`config.mk`:
```
export PLATFORM = sky130hd
export DESIGN_NAME = adcc_top
export DESIGN_NICKNAME = d
export VERILOG_FILES = /design/src/rtl/adcc_pkg.sv /design/src/rtl/adcc_irq_flag.sv /design/src/rtl/adcc_top.sv
export VERILOG_INCLUDE_DIRS = /design/src /design/src/rtl
export SDC_FILE = /design/constraint.sdc
export NUM_CORES = 1
export LEC_CHECK = 0
export ABC_AREA = 1
export BUFFER_PORTS_ARGS = -buffer_cell sky130_fd_sc_hd__buf_4
export CAP_MARGIN = 20
export CORE_AREA = 2 2 66 99
export DETAILED_ROUTE_END_ITERATION = 8
export DIE_AREA = 0 0 68 101
export GPL_TIMING_DRIVEN = 0
export PLACE_DENSITY_LB_ADDON = 0.1
export SYNTH_ARGS = -nofsm -noshare
export SYNTH_HDL_FRONTEND = slang
export SYNTH_HIERARCHICAL = 1
export SYNTH_SLANG_ARGS = --single-unit
```
`constraint.sdc`:
```
create_clock -name ref_clk -period 1.8 [get_ports ref_clk]
set_clock_uncertainty 0.2 [all_clocks]
set_input_delay 0.36 -clock ref_clk [delete_from_list [all_inputs] [get_ports ref_clk]]
set_output_delay 0.36 -clock ref_clk [all_outputs]
set_load 0.03 [all_outputs]
```
`src/rtl/adcc_cfg.svh`:
```
/*
 * Constants of the converter control and interrupt flag block:
 * widths, register offsets, field positions and reset values.
 * Assumes it is included by bare name from the block's design files.
 */
`ifndef ADCC_CFG_SVH
`define ADCC_CFG_SVH

// ****************************************************************
// Widths.
// ****************************************************************
`define ADCC_AW            8
`define ADCC_DW            16
`define ADCC_NIRQ          9

// ****************************************************************
// Register offsets.
// ****************************************************************
`define ADCC_OFF_CTRL      8'h00
`define ADCC_OFF_FLAGS     8'h04
`define ADCC_OFF_FLAG_CLR  8'h05
`define ADCC_OFF_CONT      8'h08
`define ADCC_OFF_EVT_STAT  8'h09
`define ADCC_OFF_EVT_CLR   8'h0a
`define ADCC_OFF_EVT_EN    8'h0b

// ****************************************************************
// Fields of the first control register.
// ****************************************************************
`define ADCC_BIT_BANDGAP   6
`define ADCC_BIT_REFBUF    5
`define ADCC_BIT_RSVD      4
`define ADCC_BIT_REFSEL    3
`define ADCC_BIT_PULSEPOS  2
`define ADCC_BIT_LOWREF    1
`define ADCC_BIT_TEMP      0
`define ADCC_CTRL_WMASK    16'h006f
`define ADCC_CTRL_RESET    16'h0000

// ****************************************************************
// Reset values of the interrupt side and the read port.
// ****************************************************************
`define ADCC_IRQ_RESET     9'h000
`define ADCC_RD_RESET      16'h0000

`endif

```
`src/rtl/adcc_pkg.sv`:
```
/*
 * Types of the converter control and interrupt flag block.
 * Assumes adcc_cfg.svh is on the include path.
 */
`include "adcc_cfg.svh"

package adcc_pkg;

    // ************************************************************
    // Types.
    // ************************************************************
    typedef logic [`ADCC_NIRQ-1:0] adcc_irq_t;
    typedef logic [`ADCC_DW-1:0]   adcc_word_t;
    typedef logic [`ADCC_AW-1:0]   adcc_addr_t;

    typedef enum logic [0:0] {
        ADCC_POS_CONV_START   = 1'b0,
        ADCC_POS_BEFORE_LATCH = 1'b1
    } adcc_pulse_pos_e;

endpackage

```
`src/rtl/adcc_irq_flag.sv`:
```
/*
 * One converter interrupt flag with its pulse and overflow event.
 * Assumes trigger and clear are one-cycle pulses on ref_clk.
 */
`timescale 1ns/1ps
`default_nettype none

module adcc_irq_flag (
    input  wire logic ref_clk,
    input  wire logic rst_n,
    input  wire logic trigger,
    input  wire logic clear,
    input  wire logic contMode,
    output var  logic flag,
    output var  logic pulse,
    output var  logic overflow
);

    logic next_flag;
    logic next_pulse;
    logic next_overflow;

    // ************************************************************
    // Flag, pulse and overflow.
    // ************************************************************
    always_comb begin
        next_pulse    = trigger && (!flag || contMode);
        next_overflow = trigger && flag && !contMode && !clear;
        if (trigger) begin
            next_flag = 1'b1;
        end else if (clear) begin
            next_flag = 1'b0;
        end else begin
            next_flag = flag;
        end
    end

    always_ff @(posedge ref_clk) begin
        if (!rst_n) begin
            flag     <= 1'b0;
            pulse    <= 1'b0;
            overflow <= 1'b0;
        end else begin
            flag     <= next_flag;
            pulse    <= next_pulse;
            overflow <= next_overflow;
        end
    end

endmodule

`default_nettype wire

```
`src/rtl/adcc_top.sv`:
```
/*
 * Control register and interrupt flag register of the converter,
 * with interrupt pulse generation and an overflow event interrupt.
 * Assumes the sequencer signals come from logic on ref_clk and that
 * software reaches the registers over a plain strobe port.
 */
// Behaviour
// RQ1 - Bandgap is powered only while control bit 6 is one.
// RQ2 - Reference buffers are powered only while control bit 5 is one.
// RQ3 - Control bit 4 reads zero and ignores writes.
// RQ4 - Bit 3 picks external references; shared high-reference input lost.
// RQ5 - With bit 2 clear, pulse comes at the sample pulse falling edge.
// RQ6 - With bit 2 set, pulse comes one cycle before result latching.
// RQ7 - Bit 1 routes the low reference to channel B5 instead of its pin.
// RQ8 - Software keeps the temperature sensor bit 0 at zero.
// RQ9 - Flag register holds nine read-only flags; upper bits read zero.
// RQ10 - Each flag is set when its interrupt pulse is generated.
// RQ11 - Hardware set beats software clear; overflow then untouched.
// RQ12 - Without continuous mode a set flag blocks pulses, records overflow.
`timescale 1ns/1ps
`default_nettype none
`include "adcc_cfg.svh"

module adcc_top
    import adcc_pkg::*;
(
    input  wire logic       ref_clk,
    input  wire logic       rst_n,
    input  wire adcc_addr_t addr,
    input  wire adcc_word_t wrData,
    input  wire logic       wrEn,
    input  wire logic       rdEn,
    output var  adcc_word_t rdData,
    input  wire logic       sampleActive,
    input  wire logic       resultLatchAhead,
    input  wire adcc_irq_t  eocSelect,
    output var  logic       bandgapPowerOn,
    output var  logic       refBufferPowerOn,
    output var  logic       refExternal,
    output var  logic       inputAZeroAvailable,
    output var  logic       lowRefConvert,
    output var  logic       tempSensorConvert,
    output var  adcc_irq_t  convIrqPulse,
    output var  logic       irqOut
);

    // ************************************************************
    // Declarations.
    // ************************************************************
    adcc_word_t ctrl;
    adcc_word_t next_ctrl;
    adcc_irq_t  contMode;
    adcc_irq_t  next_contMode;
    adcc_irq_t  evtStat;
    adcc_irq_t  next_evtStat;
    adcc_irq_t  evtEn;
    adcc_irq_t  next_evtEn;
    adcc_word_t next_rdData;
    logic       prevSample;
    logic       sampleFall;
    logic       pulseMoment;
    adcc_irq_t  trig;
    adcc_irq_t  flagClr;
    adcc_irq_t  evtClr;
    adcc_irq_t  convIrqFlag;
    adcc_irq_t  ovfEvent;
    adcc_pulse_pos_e pulsePos;

    // ************************************************************
    // Control, continuous mode and event enable registers.
    // ************************************************************
    always_comb begin
        next_ctrl     = ctrl;
        next_contMode = contMode;
        next_evtEn    = evtEn;
        if (wrEn && addr == `ADCC_OFF_CTRL) begin
            next_ctrl = wrData & `ADCC_CTRL_WMASK; // see RQ3
        end
        if (wrEn && addr == `ADCC_OFF_CONT) begin
            next_contMode = wrData[`ADCC_NIRQ-1:0];
        end
        if (wrEn && addr == `ADCC_OFF_EVT_EN) begin
            next_evtEn = wrData[`ADCC_NIRQ-1:0];
        end
    end

    always_ff @(posedge ref_clk) begin
        if (!rst_n) begin
            ctrl     <= `ADCC_CTRL_RESET;
            contMode <= `ADCC_IRQ_RESET;
            evtEn    <= `ADCC_IRQ_RESET;
        end else begin
            ctrl     <= next_ctrl;
            contMode <= next_contMode;
            evtEn    <= next_evtEn;
        end
    end

    // ************************************************************
    // Analog core controls.
    // ************************************************************
    assign bandgapPowerOn      = ctrl[`ADCC_BIT_BANDGAP]; // see RQ1
    assign refBufferPowerOn    = ctrl[`ADCC_BIT_REFBUF]; // see RQ2
    assign refExternal         = ctrl[`ADCC_BIT_REFSEL]; // see RQ4
    assign inputAZeroAvailable = !ctrl[`ADCC_BIT_REFSEL]; // see RQ4
    assign lowRefConvert       = ctrl[`ADCC_BIT_LOWREF]; // see RQ7
    assign tempSensorConvert   = ctrl[`ADCC_BIT_TEMP];
    assign pulsePos = adcc_pulse_pos_e'(ctrl[`ADCC_BIT_PULSEPOS]);

    // ************************************************************
    // Pulse timing.
    // ************************************************************
    always_ff @(posedge ref_clk) begin
        if (!rst_n) begin
            prevSample <= 1'b0;
        end else begin
            prevSample <= sampleActive;
        end
    end

    always_comb begin
        sampleFall = prevSample && !sampleActive;
        unique case (pulsePos)
            ADCC_POS_CONV_START: begin
                pulseMoment = sampleFall; // see RQ5
            end
            ADCC_POS_BEFORE_LATCH: begin
                pulseMoment = resultLatchAhead; // see RQ6
            end
        endcase
    end

    // ************************************************************
    // Interrupt flags.
    // ************************************************************
    always_comb begin
        trig    = eocSelect & {`ADCC_NIRQ{pulseMoment}};
        flagClr = {`ADCC_NIRQ{1'b0}};
        evtClr  = {`ADCC_NIRQ{1'b0}};
        if (wrEn && addr == `ADCC_OFF_FLAG_CLR) begin
            flagClr = wrData[`ADCC_NIRQ-1:0];
        end
        if (wrEn && addr == `ADCC_OFF_EVT_CLR) begin
            evtClr = wrData[`ADCC_NIRQ-1:0];
        end
    end

    generate
        for (genvar i = 0; i < `ADCC_NIRQ; i++) begin : g_flag
            // Set beats clear; a set flag blocks pulses unless its contMode bit is one.
            adcc_irq_flag u_flag ( // see RQ10 RQ11 RQ12
                .ref_clk  (ref_clk),
                .rst_n    (rst_n),
                .trigger  (trig[i]),
                .clear    (flagClr[i]),
                .contMode (contMode[i]),
                .flag     (convIrqFlag[i]),
                .pulse    (convIrqPulse[i]),
                .overflow (ovfEvent[i])
            );
        end
    endgenerate

    // ************************************************************
    // Overflow event status and interrupt line.
    // ************************************************************
    always_comb begin
        next_evtStat = (evtStat & ~evtClr) | ovfEvent;
    end

    always_ff @(posedge ref_clk) begin
        if (!rst_n) begin
            evtStat <= `ADCC_IRQ_RESET;
        end else begin
            evtStat <= next_evtStat;
        end
    end

    assign irqOut = |(evtStat & evtEn);

    // ************************************************************
    // Read port.
    // ************************************************************
    always_comb begin
        next_rdData = `ADCC_RD_RESET;
        if (rdEn) begin
            unique case (addr)
                `ADCC_OFF_CTRL: begin
                    next_rdData = ctrl; // see RQ3
                end
                `ADCC_OFF_FLAGS: begin
                    next_rdData = {7'h00, convIrqFlag}; // see RQ9
                end
                `ADCC_OFF_CONT: begin
                    next_rdData = {7'h00, contMode};
                end
                `ADCC_OFF_EVT_STAT: begin
                    next_rdData = {7'h00, evtStat};
                end
                `ADCC_OFF_EVT_EN: begin
                    next_rdData = {7'h00, evtEn};
                end
                default: begin
                    next_rdData = `ADCC_RD_RESET;
                end
            endcase
        end
    end

    always_ff @(posedge ref_clk) begin
        if (!rst_n) begin
            rdData <= `ADCC_RD_RESET;
        end else begin
            rdData <= next_rdData;
        end
    end

    // ************************************************************
    // Assertions.
    // ************************************************************
    property p_bandgap;
        @(posedge ref_clk) disable iff (!rst_n)
        wrEn && addr == `ADCC_OFF_CTRL
        |=> bandgapPowerOn == $past(wrData[`ADCC_BIT_BANDGAP]);
    endproperty
    a_bandgap: assert property (p_bandgap) // see RQ1
        else $error("Bandgap power does not follow control bit.");

    property p_refbuf;
        @(posedge ref_clk) disable iff (!rst_n)
        wrEn && addr == `ADCC_OFF_CTRL
        |=> refBufferPowerOn == $past(wrData[`ADCC_BIT_REFBUF]);
    endproperty
    a_refbuf: assert property (p_refbuf) // see RQ2
        else $error("Reference buffer power does not follow bit.");

    property p_rsvd;
        @(posedge ref_clk) disable iff (!rst_n)
        rdEn && addr == `ADCC_OFF_CTRL |=> !rdData[`ADCC_BIT_RSVD];
    endproperty
    a_rsvd: assert property (p_rsvd) // see RQ3
        else $error("Reserved control bit reads as one.");

    property p_refsel;
        @(posedge ref_clk) disable iff (!rst_n)
        wrEn && addr == `ADCC_OFF_CTRL
        |=> refExternal == $past(wrData[`ADCC_BIT_REFSEL])
            && inputAZeroAvailable != refExternal;
    endproperty
    a_refsel: assert property (p_refsel) // see RQ4
        else $error("Reference select or shared input is wrong.");

    property p_pos_start;
        @(posedge ref_clk) disable iff (!rst_n)
        pulsePos == ADCC_POS_CONV_START && $fell(sampleActive)
            && eocSelect[0] && !convIrqFlag[0]
        |=> convIrqPulse[0];
    endproperty
    a_pos_start: assert property (p_pos_start) // see RQ5
        else $error("No pulse at conversion start.");

    property p_pos_latch;
        @(posedge ref_clk) disable iff (!rst_n)
        pulsePos == ADCC_POS_BEFORE_LATCH && resultLatchAhead
            && eocSelect[0] && !convIrqFlag[0]
        |=> convIrqPulse[0];
    endproperty
    a_pos_latch: assert property (p_pos_latch) // see RQ6
        else $error("No pulse before result latching.");

    property p_lowref;
        @(posedge ref_clk) disable iff (!rst_n)
        wrEn && addr == `ADCC_OFF_CTRL
        |=> lowRefConvert == $past(wrData[`ADCC_BIT_LOWREF]);
    endproperty
    a_lowref: assert property (p_lowref) // see RQ7
        else $error("Low reference routing does not follow bit.");

    property p_flag_read;
        @(posedge ref_clk) disable iff (!rst_n)
        rdEn && addr == `ADCC_OFF_FLAGS
        |=> rdData == {7'h00, $past(convIrqFlag)};
    endproperty
    a_flag_read: assert property (p_flag_read) // see RQ9
        else $error("Flag register read is wrong.");

    property p_flag_set;
        @(posedge ref_clk) disable iff (!rst_n)
        |convIrqPulse |-> (convIrqPulse & ~convIrqFlag) == 9'h000;
    endproperty
    a_flag_set: assert property (p_flag_set) // see RQ10
        else $error("Pulse without its flag set.");

    property p_set_wins;
        @(posedge ref_clk) disable iff (!rst_n)
        trig[0] && flagClr[0] |=> convIrqFlag[0] && !ovfEvent[0];
    endproperty
    a_set_wins: assert property (p_set_wins) // see RQ11
        else $error("Clear beat a hardware set.");

    property p_overflow;
        @(posedge ref_clk) disable iff (!rst_n)
        trig[0] && convIrqFlag[0] && !contMode[0] && !flagClr[0]
        |=> !convIrqPulse[0] ##1 evtStat[0];
    endproperty
    a_overflow: assert property (p_overflow) // see RQ12
        else $error("Set flag did not block pulse or log overflow.");

    c_pulse: cover property (@(posedge ref_clk) disable iff (!rst_n)
        convIrqPulse[0]);
    c_overflow: cover property (@(posedge ref_clk) disable iff (!rst_n)
        ovfEvent[0] ##1 irqOut);
    c_set_clear: cover property (@(posedge ref_clk) disable iff (!rst_n)
        trig[0] && flagClr[0]);

endmodule

`default_nettype wire

```
## Word level (Yosys, flattened, before mapping)

Cells that the tools add are included.

| word-level totals | value |
|---|---|
| flip-flop bits (word level) | 77 |
| latch bits | 0 |
| bits in writable memories | 0 |
| memory bits (read-only) | 0 |
| input port bits | 39 |
| output and inout port bits | 32 |
| memories kept | 0 |

| operators by class | value |
|---|---|
| $add $sub $neg | 0 |
| $mul | 0 |
| div/mod/pow operators | 0 |
| $lt $le $gt $ge | 0 |
| equality and inequality tests | 6 |
| shift operators | 0 |
| multiplexer cells | 22 |
| bitwise logic cells | 6 |
| reductions and logical operators | 92 |

Operators by type and width:

| operator | count |
|---|---|
| one-hot mux 9 bit (5 select lines) | 1 |
| logical AND 1 bit | 42 |
| == test 8 x 4 -> 1 bit (second input constant) | 4 |
| logical NOT 1 bit | 29 |
| AND 9 bit | 3 |
| two-way mux 1 bit | 18 |
| two-way mux 9 bit | 2 |
| nonzero test 2 bit | 9 |
| == test 8 x 3 -> 1 bit (second input constant) | 2 |
| logical OR 1 bit | 9 |
| NOT 9 bit | 1 |
| OR 9 bit | 1 |
| OR reduction 9 bit | 1 |
| logical NOT 8 bit | 1 |
| one-hot mux 1 bit (2 select lines) | 1 |
| AND reduction 2 bit | 1 |
| NOT 1 bit | 1 |

## Longest topological paths before layout

Gate-level depths: netlist (run 1).

| depth | value |
|---|---|
| depth in word-level cells | 7 |
| mapped depth | 10 |
| mapped depth without buffers | 8 |

## Hierarchy

Netlist (run 1), hierarchy kept.

Modules (own cells, without submodules):

| module | instances | cells an instance | area an instance (µm²) | sequential area each (µm²) |
|---|---|---|---|---|
| adcc_top | 1 | 324 | 2234.6 | 860.8 |
| adcc_irq_flag | 9 | 12 | 101.3 | 60.1 |

## Least setup slack after synthesis (run 1)

No wires, ideal clock.

| path | value |
|---|---|
| kind | input -> register |
| from | in addr[7] |
| to | reg g_flag[8].u_flag.flag |
| data arrival time | 1.258 ns |
| required time | 1.486 ns |
| path slack | 0.228 ns |
| stages | 10 |
| path buffers | 2 |
| path through | nor2_1 > nand2_2 > clkinv_2 > buf_6 > buf_6 > nand3_4 > nor2_1 > inv_1 > nand3_1 > nand2_1 |

| between the ends | value |
|---|---|
| cells in the longest elaborated chain, start to end | 4 |

Ends and longest elaborated chain:

| element | line | RTL |
|---|---|---|
| start: declaration | adcc_top.sv:29 | `input wire adcc_addr_t addr,` |
| == test 8 x 3 -> 1 bit (no line) | n/a |  |
| logical AND 1 bit (no line) | n/a |  |
| two-way mux 9 bit | adcc_top.sv:140 | `` if (wrEn && addr == `ADCC_OFF_FLAG_CLR) begin `` |
| net flagClr[8] | adcc_top.sv:63 | `adcc_irq_t flagClr;` |
| nonzero test 2 bit (no line) | n/a |  |
| end signal: assignment | adcc_irq_flag.sv:44 | `flag <= next_flag;` |
| end: declaration | adcc_irq_flag.sv:14 | `output var logic flag,` |

The timed path passes the listed nets, and every way through them passes these cells.
A chain may end at the register's enable or synchronous reset.

## Final worst setup path (run 1)

| path | value |
|---|---|
| from | reg evtStat[3] |
| to | out irqOut |

| between the ends | value |
|---|---|
| cells in the longest elaborated chain, start to end | 2 |

Ends and longest elaborated chain:

| element | line | RTL |
|---|---|---|
| start: declaration | adcc_top.sv:54 | `adcc_irq_t evtStat;` |
| start signal: assignment | adcc_top.sv:173 | `` evtStat <= `ADCC_IRQ_RESET; `` |
| start signal: assignment | adcc_top.sv:175 | `evtStat <= next_evtStat;` |
| AND 9 bit | adcc_top.sv:179 | `assign irqOut = \|(evtStat & evtEn);` |
| OR reduction 9 bit | adcc_top.sv:179 |  |
| end: declaration | adcc_top.sv:44 | `output var logic irqOut` |

No other way between the ends.

==> results of run 1 <==
through the flow:
stage	hold slack (ps)	utilization [%]	instances	total power [µW]	setup TNS [ps]
global route	108	65.3	588	3200	-102
global placement	215	60.8	567	1840	-5430
finish	94.8	65.3	588	3100	-53.0
detailed placement	227	60.8	567	1850	-5500
floorplan	215	-	438	1740	0
CTS	88.2	65.2	588	3120	-49.2
flip-flops by register name, summed over array words and instances (netlist names):
signal,cells
rdData,9
ctrl,6
g_flag.u_flag/pulse,9
contMode,9
g_flag.u_flag/flag,9
prevSample,1
g_flag.u_flag/overflow,9
evtEn,9
evtStat,9
synth_stat cells:
library cell,count
a21oi_1,26
a21oi_2,9
a221oi_1,2
a22oi_1,1
buf_1,1
buf_2,1
buf_4,8
buf_6,5
clkbuf_1,2
clkinv_1,1
clkinv_2,1
conb_1,1
dfxtp_1,70
inv_1,65
inv_2,1
nand2_1,61
nand2_2,5
nand2_4,1
nand3_1,60
nand3_2,2
nand3_4,2
nand3b_1,1
nand4_1,2
nor2_1,66
nor2_2,2
nor2_4,2
nor2_8,1
nor3_1,1
nor4_1,1
o211ai_1,1
o21ai_0,28
o21ai_1,2
path summary, 6_finish.rpt:
path,from,end,cells past startpoint
max reg2reg,ctrl[2],g_flag[7].u_flag/flag,5
min,wrData[8],contMode[8],3
min reg2reg,g_flag[2].u_flag/overflow,evtStat[2],2
max,evtStat[3],irqOut,5
cell families after synthesis:
group	Yosys count	share of synthesized area [%]
buf+inv	85	12.4
flops	70	44.5
other cells	1	0.119
compound gates	69	12.4
simple gates	207	30.5
power by group:
group / internal, µW / switching (µW)
combinational: 91.7 / 149
sequential: 1560 / 12.3
clock: 709 / 575
what timing repair did:
action                                  in CTS  in global routing
gates resized for setup                      9                  1
endpoints found under the setup margin      28                  1
endpoints found under the hold margin        1                  0
pin swaps                                    4                  1
setup buffers                                4                  0
hold buffers                                 1                  0
area by class of cell:
type	instances	area [µm²]	share of cell area, %
Sequential cell	70	1410	35.7
Multi-Input combinational cell	283	1400	35.4
Timing Repair Buffer	60	457	11.6
Inverter	68	256	6.50
Clock buffer	12	155	3.93
Buffer	17	133	3.36
Tap cell	74	92.6	2.35
Clock inverter	4	45.0	1.14
metal layers:
layer,global-route usage (%),up-vias,share of wire (%)
met1,31.5,1383,41
met4,12.3,0,2.2
met5,0,-,0
met2,42.0,92,51
met3,5.03,14,6.2
li1,-,1520,-
critical path, cell delays in order, from the launching register on:
cell and delay (ps):
dfxtp_2 330, nand2_1 60, nand2_1 70, a221oi_2 190
nand3_1 140, buf_6 160
==> flow_summary.yaml, run 1 <==
layout:
  layout_common_cells: "nor2_1 (66), buf_4 (66), inv_1 (65)"
  antenna_cells: 0
  n_fill_cell: 560
  area_growth_pct: 25.3
  final_area_um2: 3940
  drive_above_1_share_pct: 23.9
  final_nets: 548
sta:
  max_freq_ghz: 0.540
  setup_ws_ps: -53.0
  post-route-period-util_pct: 103
  slew_headroom_pct: 56.3
  period_needed_ps: 1850
  worstMarginPinSlew_ps: 655
  finalHoldViolCount: 0
  rsz0062_at_grt: "yes"
  drv_slew: 0
  setup_viol: 1
routing:
  drt-total-wl_mm: 8.09
  avgViaCountPerCell: 5.12
  first_iter_violations: 130
  dr.pass1.iters: 6
  via_count: 3009
  wl_per_cell_um: 13.8
  ant_nets: 0
  drc: 0
logic_synthesis:
  synth-warning-count: 6
  synthTopCellsByArea: "dfxtp_1 (45%), nand3_1 (9.5%), nor2_1 (7.9%), inv_1 (7.8%), nand2_1 (7.3%)"
  ys_seq_elements: 70
  synth_top_cell_by_area: "dfxtp_1"
  ys_types: 32
  syn_inst: 432
  synth.top_cell.area_share_pct: 44.5
  synth_area_um2: 3150
  synth_seq_area_share_pct: 44.5
  avgSynthCellArea_um2: 7.28
placement:
  port-buffer-count: 55
  globalplace.congestion: 0.909
  dp.final_hpwl_mm: 5.64
  dpl-instance-area_um2: 3670
  pre_cts_ws_ps: -254
floorplanning:
  rows: 35
  dieArea_um2: 6870
  coreArea_um2: 6040
  fp.dieH_um: 101
  initial_core_util_pct: 52.1
  ioPinCount: 71
  die_w_um: 68
critical_path:
  worst-endpoint-arrival_ps: 1290
  cp_max_fo: 2
  startpoint_type: "register"
  crit_type: "reg2out"
  end_kind: "output pin"
  required_ps: 1240
  rrSetupSlack_ps: 170
global_routing:
  antenna_found_initial: 0
  grt_use_total_pct: 25.7
  grt_pass1_vias: 2863
  grt_max_degree: 32
  grt-ovfl-total: 0
  grt_pass1_wl_mm: 13.1
cts:
  clk_pin_slew_ps: 70
  cts_sinks: 70
  numCtsBuffers: 9
  cts.htree.levels: 3
  cts_tree: "yes"
  root_buffer: "clkbuf_8"
  clock_tree.buffer_depth: 2
  insertion_delay_ps: 350
power:
  peakVddDrop_mv: 0.556
  p_per_area_nw_per_um2: 786
  leakage_uw: 0.00171
min_path:
  hold_class: "in2reg"
run_status:
  status: "finished with violations"
  violations: "negative setup slack"
run:
  drv_cap: 0
(Power assumes the default switching activity.)
==> inputs of run 2 (changes only) <==
Settings changed: SYNTH_HIERARCHICAL 1 to unset.
==> run 2 against run 1 <==
Net effect: the flow still finishes with violations (negative setup slack); global-route usage rose by 0.30 points; hold slack got worse by 75 ps; critical path depth did not move; total power rose by 13%; first-iteration DRC count rose by 61%; non-clock buffer count rose by 11; maximum frequency fell by 5.3%; count of clock-buffer cells in the layout fell by 2; largest power group is now the clock network; critical path type unchanged; area after synthesis fell by 1.8%.
==> flow_summary.yaml, run 2 <==
run_status:
  status: "finished with violations"
  violations: "negative setup slack"
layout:
  area_growth_pct: 27.5
  final_nets: 544
  drive_above_1_share_pct: 25.1
  n_fill_cell: 561
  antenna_cells: 0
  final_area_um2: 3940
  layout_common_cells: "buf_4 (75), nor2_1 (69), dfxtp_1 (66)"
  final_common_cell: "buf_4"
cts:
  root_buffer: "clkbuf_8"
  clock_tree.buffer_depth: 2
  insertion_delay_ps: 340
  cts_sinks: 70
  holdBufCountCts: 0
  clk_pin_slew_ps: 70
  cts_tree: "yes"
  cts.htree.levels: 3
  numCtsBuffers: 9
logic_synthesis:
  async_flop_share_pct: 0
  avgSynthCellArea_um2: 7.17
  syn_inst: 431
  synth_area_um2: 3090
  ys_seq_elements: 70
  synth-warning-count: 0
  yosysMostFrequentCell: "dfxtp_1"
  synth-edff-count: 0
  ys_types: 26
  synth_top_cell_by_area: "dfxtp_1"
  synth.top_cell.area_share_pct: 45.3
  synth_ff_type: "dfxtp_1"
  synth_seq_area_share_pct: 45.3
  synthTopCellsByArea: "dfxtp_1 (45%), nor2_1 (8.4%), nand2_1 (7.4%), inv_1 (6.8%), nand3_1 (6.2%)"
  synth_commonest_cells: "dfxtp_1 (70), nor2_1 (69), nand2_1 (61)"
global_routing:
  grt_pass1_wl_mm: 13.3
  grt_use_total_pct: 26.0
  antenna_found_initial: 0
  grt_pass1_vias: 2807
  grt_max_degree: 13
  grt-ovfl-total: 0
floorplanning:
  rows: 35
  ioPinCount: 71
  dieArea_um2: 6870
  coreArea_um2: 6040
  fp.dieH_um: 101
  die_w_um: 68
  initial_core_util_pct: 51.1
routing:
  via_count: 2936
  ant_nets: 0
  first_iter_violations: 209
  wl_per_cell_um: 13.9
  drc: 0
  dr.pass1.iters: 7
  drt-total-wl_mm: 8.11
  avgViaCountPerCell: 5.03
critical_path:
  required_ps: 1240
  crit_type: "reg2out"
  cp_max_fo: 3
  end_kind: "output pin"
  worst-endpoint-arrival_ps: 1400
  startpoint_type: "register"
sta:
  period_needed_ps: 1960
  slew_headroom_pct: 65.7
  worstMarginPinSlew_ps: 514
  rsz0062_at_grt: "yes"
  drv_slew: 0
  setup_ws_ps: -157
  max_freq_ghz: 0.511
  finalHoldViolCount: 0
  hold_ws_ps: 19.6
  tns_ps: -157
  post-route-period-util_pct: 109
  setup_viol: 1
placement:
  pre_cts_ws_ps: -27.7
  port-buffer-count: 55
  dp.final_hpwl_mm: 6.06
  dpl-instance-area_um2: 3620
  globalplace.congestion: 0.913
power:
  peakVddDrop_mv: 0.950
  leakage_uw: 0.00181
  p_per_area_nw_per_um2: 885
min_path:
  hold_class: "in2reg"
run:
  drv_cap: 0
run 2: logic make-up (layout without fill, tap and decap cells):
logic type / after synthesis / after routing / share of synthesized area, %
AO/OA/AOI/OAI: 78 / 78 / 13.3
buffers and inverters: 90 / 163 / 13.9
other: 1 / 7 / 0.121
flip-flops: 70 / 70 / 45.3
AND/OR/NAND/NOR: 192 / 192 / 27.3
run 2: per-stage QoR:
stage	util, %	total power [µW]	instances
2_1_floorplan	-	1730	437
3_3_place_gp	59.9	1830	566
3_5_place_dp	59.9	1830	566
4_1_cts	64.8	3510	584
5_1_grt	65.2	3610	584
6_report	65.2	3490	584
run 2: final cells by class:
type | instances | area (µm²) | area share [%]
buffer | 31 | 208 | 5.27
clock buffer | 10 | 138 | 3.49
clock inverter | 6 | 133 | 3.37
inverter | 59 | 221 | 5.62
multi-input combinational | 277 | 1310 | 33.3
sequential | 70 | 1410 | 35.7
tap | 74 | 92.6 | 2.35
timing repair buffer | 57 | 428 | 10.9
run 2: where the power goes:
group,switching [µW],internal [µW]
Combinational,138,88.9
Clock,592,1100
Sequential,9.07,1560
Total,739,2750
run 2: layer usage:
| metal | vias up | global-route usage, % | routed length (µm) |
|---|---|---|---|
| met2 | 99 | 42.3 | 4020 |
| met1 | 1330 | 33.3 | 3510 |
| met5 | - | 0 | 0 |
| li1 | 1494 | - | - |
| met4 | 0 | 9.23 | 168 |
| met3 | 13 | 5.47 | 409 |
run 2: final timing paths:
check	depth (start not counted)	startpoint	slack, ps	to
max	5	evtEn[2]	-160	irqOut
min	3	sampleActive	20	prevSample
max reg2reg	7	ctrl[2]	290	g_flag[1].u_flag.overflow
min reg2reg	2	g_flag[6].u_flag.overflow	250	evtStat[6]
run 2: worst max-delay path, cell delays in order, from the launching register on:
cell      delay [ps]
dfxtp_2          340
nand2_2           80
nand2_2           60
a221oi_4         220
o211ai_1         160
buf_4            200
run 2: repair_timing:
action / CTS / global route
gates cloned: 0 / 0
setup endpoints to repair: 1 / 1
buffers inserted: 2 / 0
gates resized for setup: 5 / 5
pin swaps: 1 / 1
endpoints found under the hold margin: 0 / 0
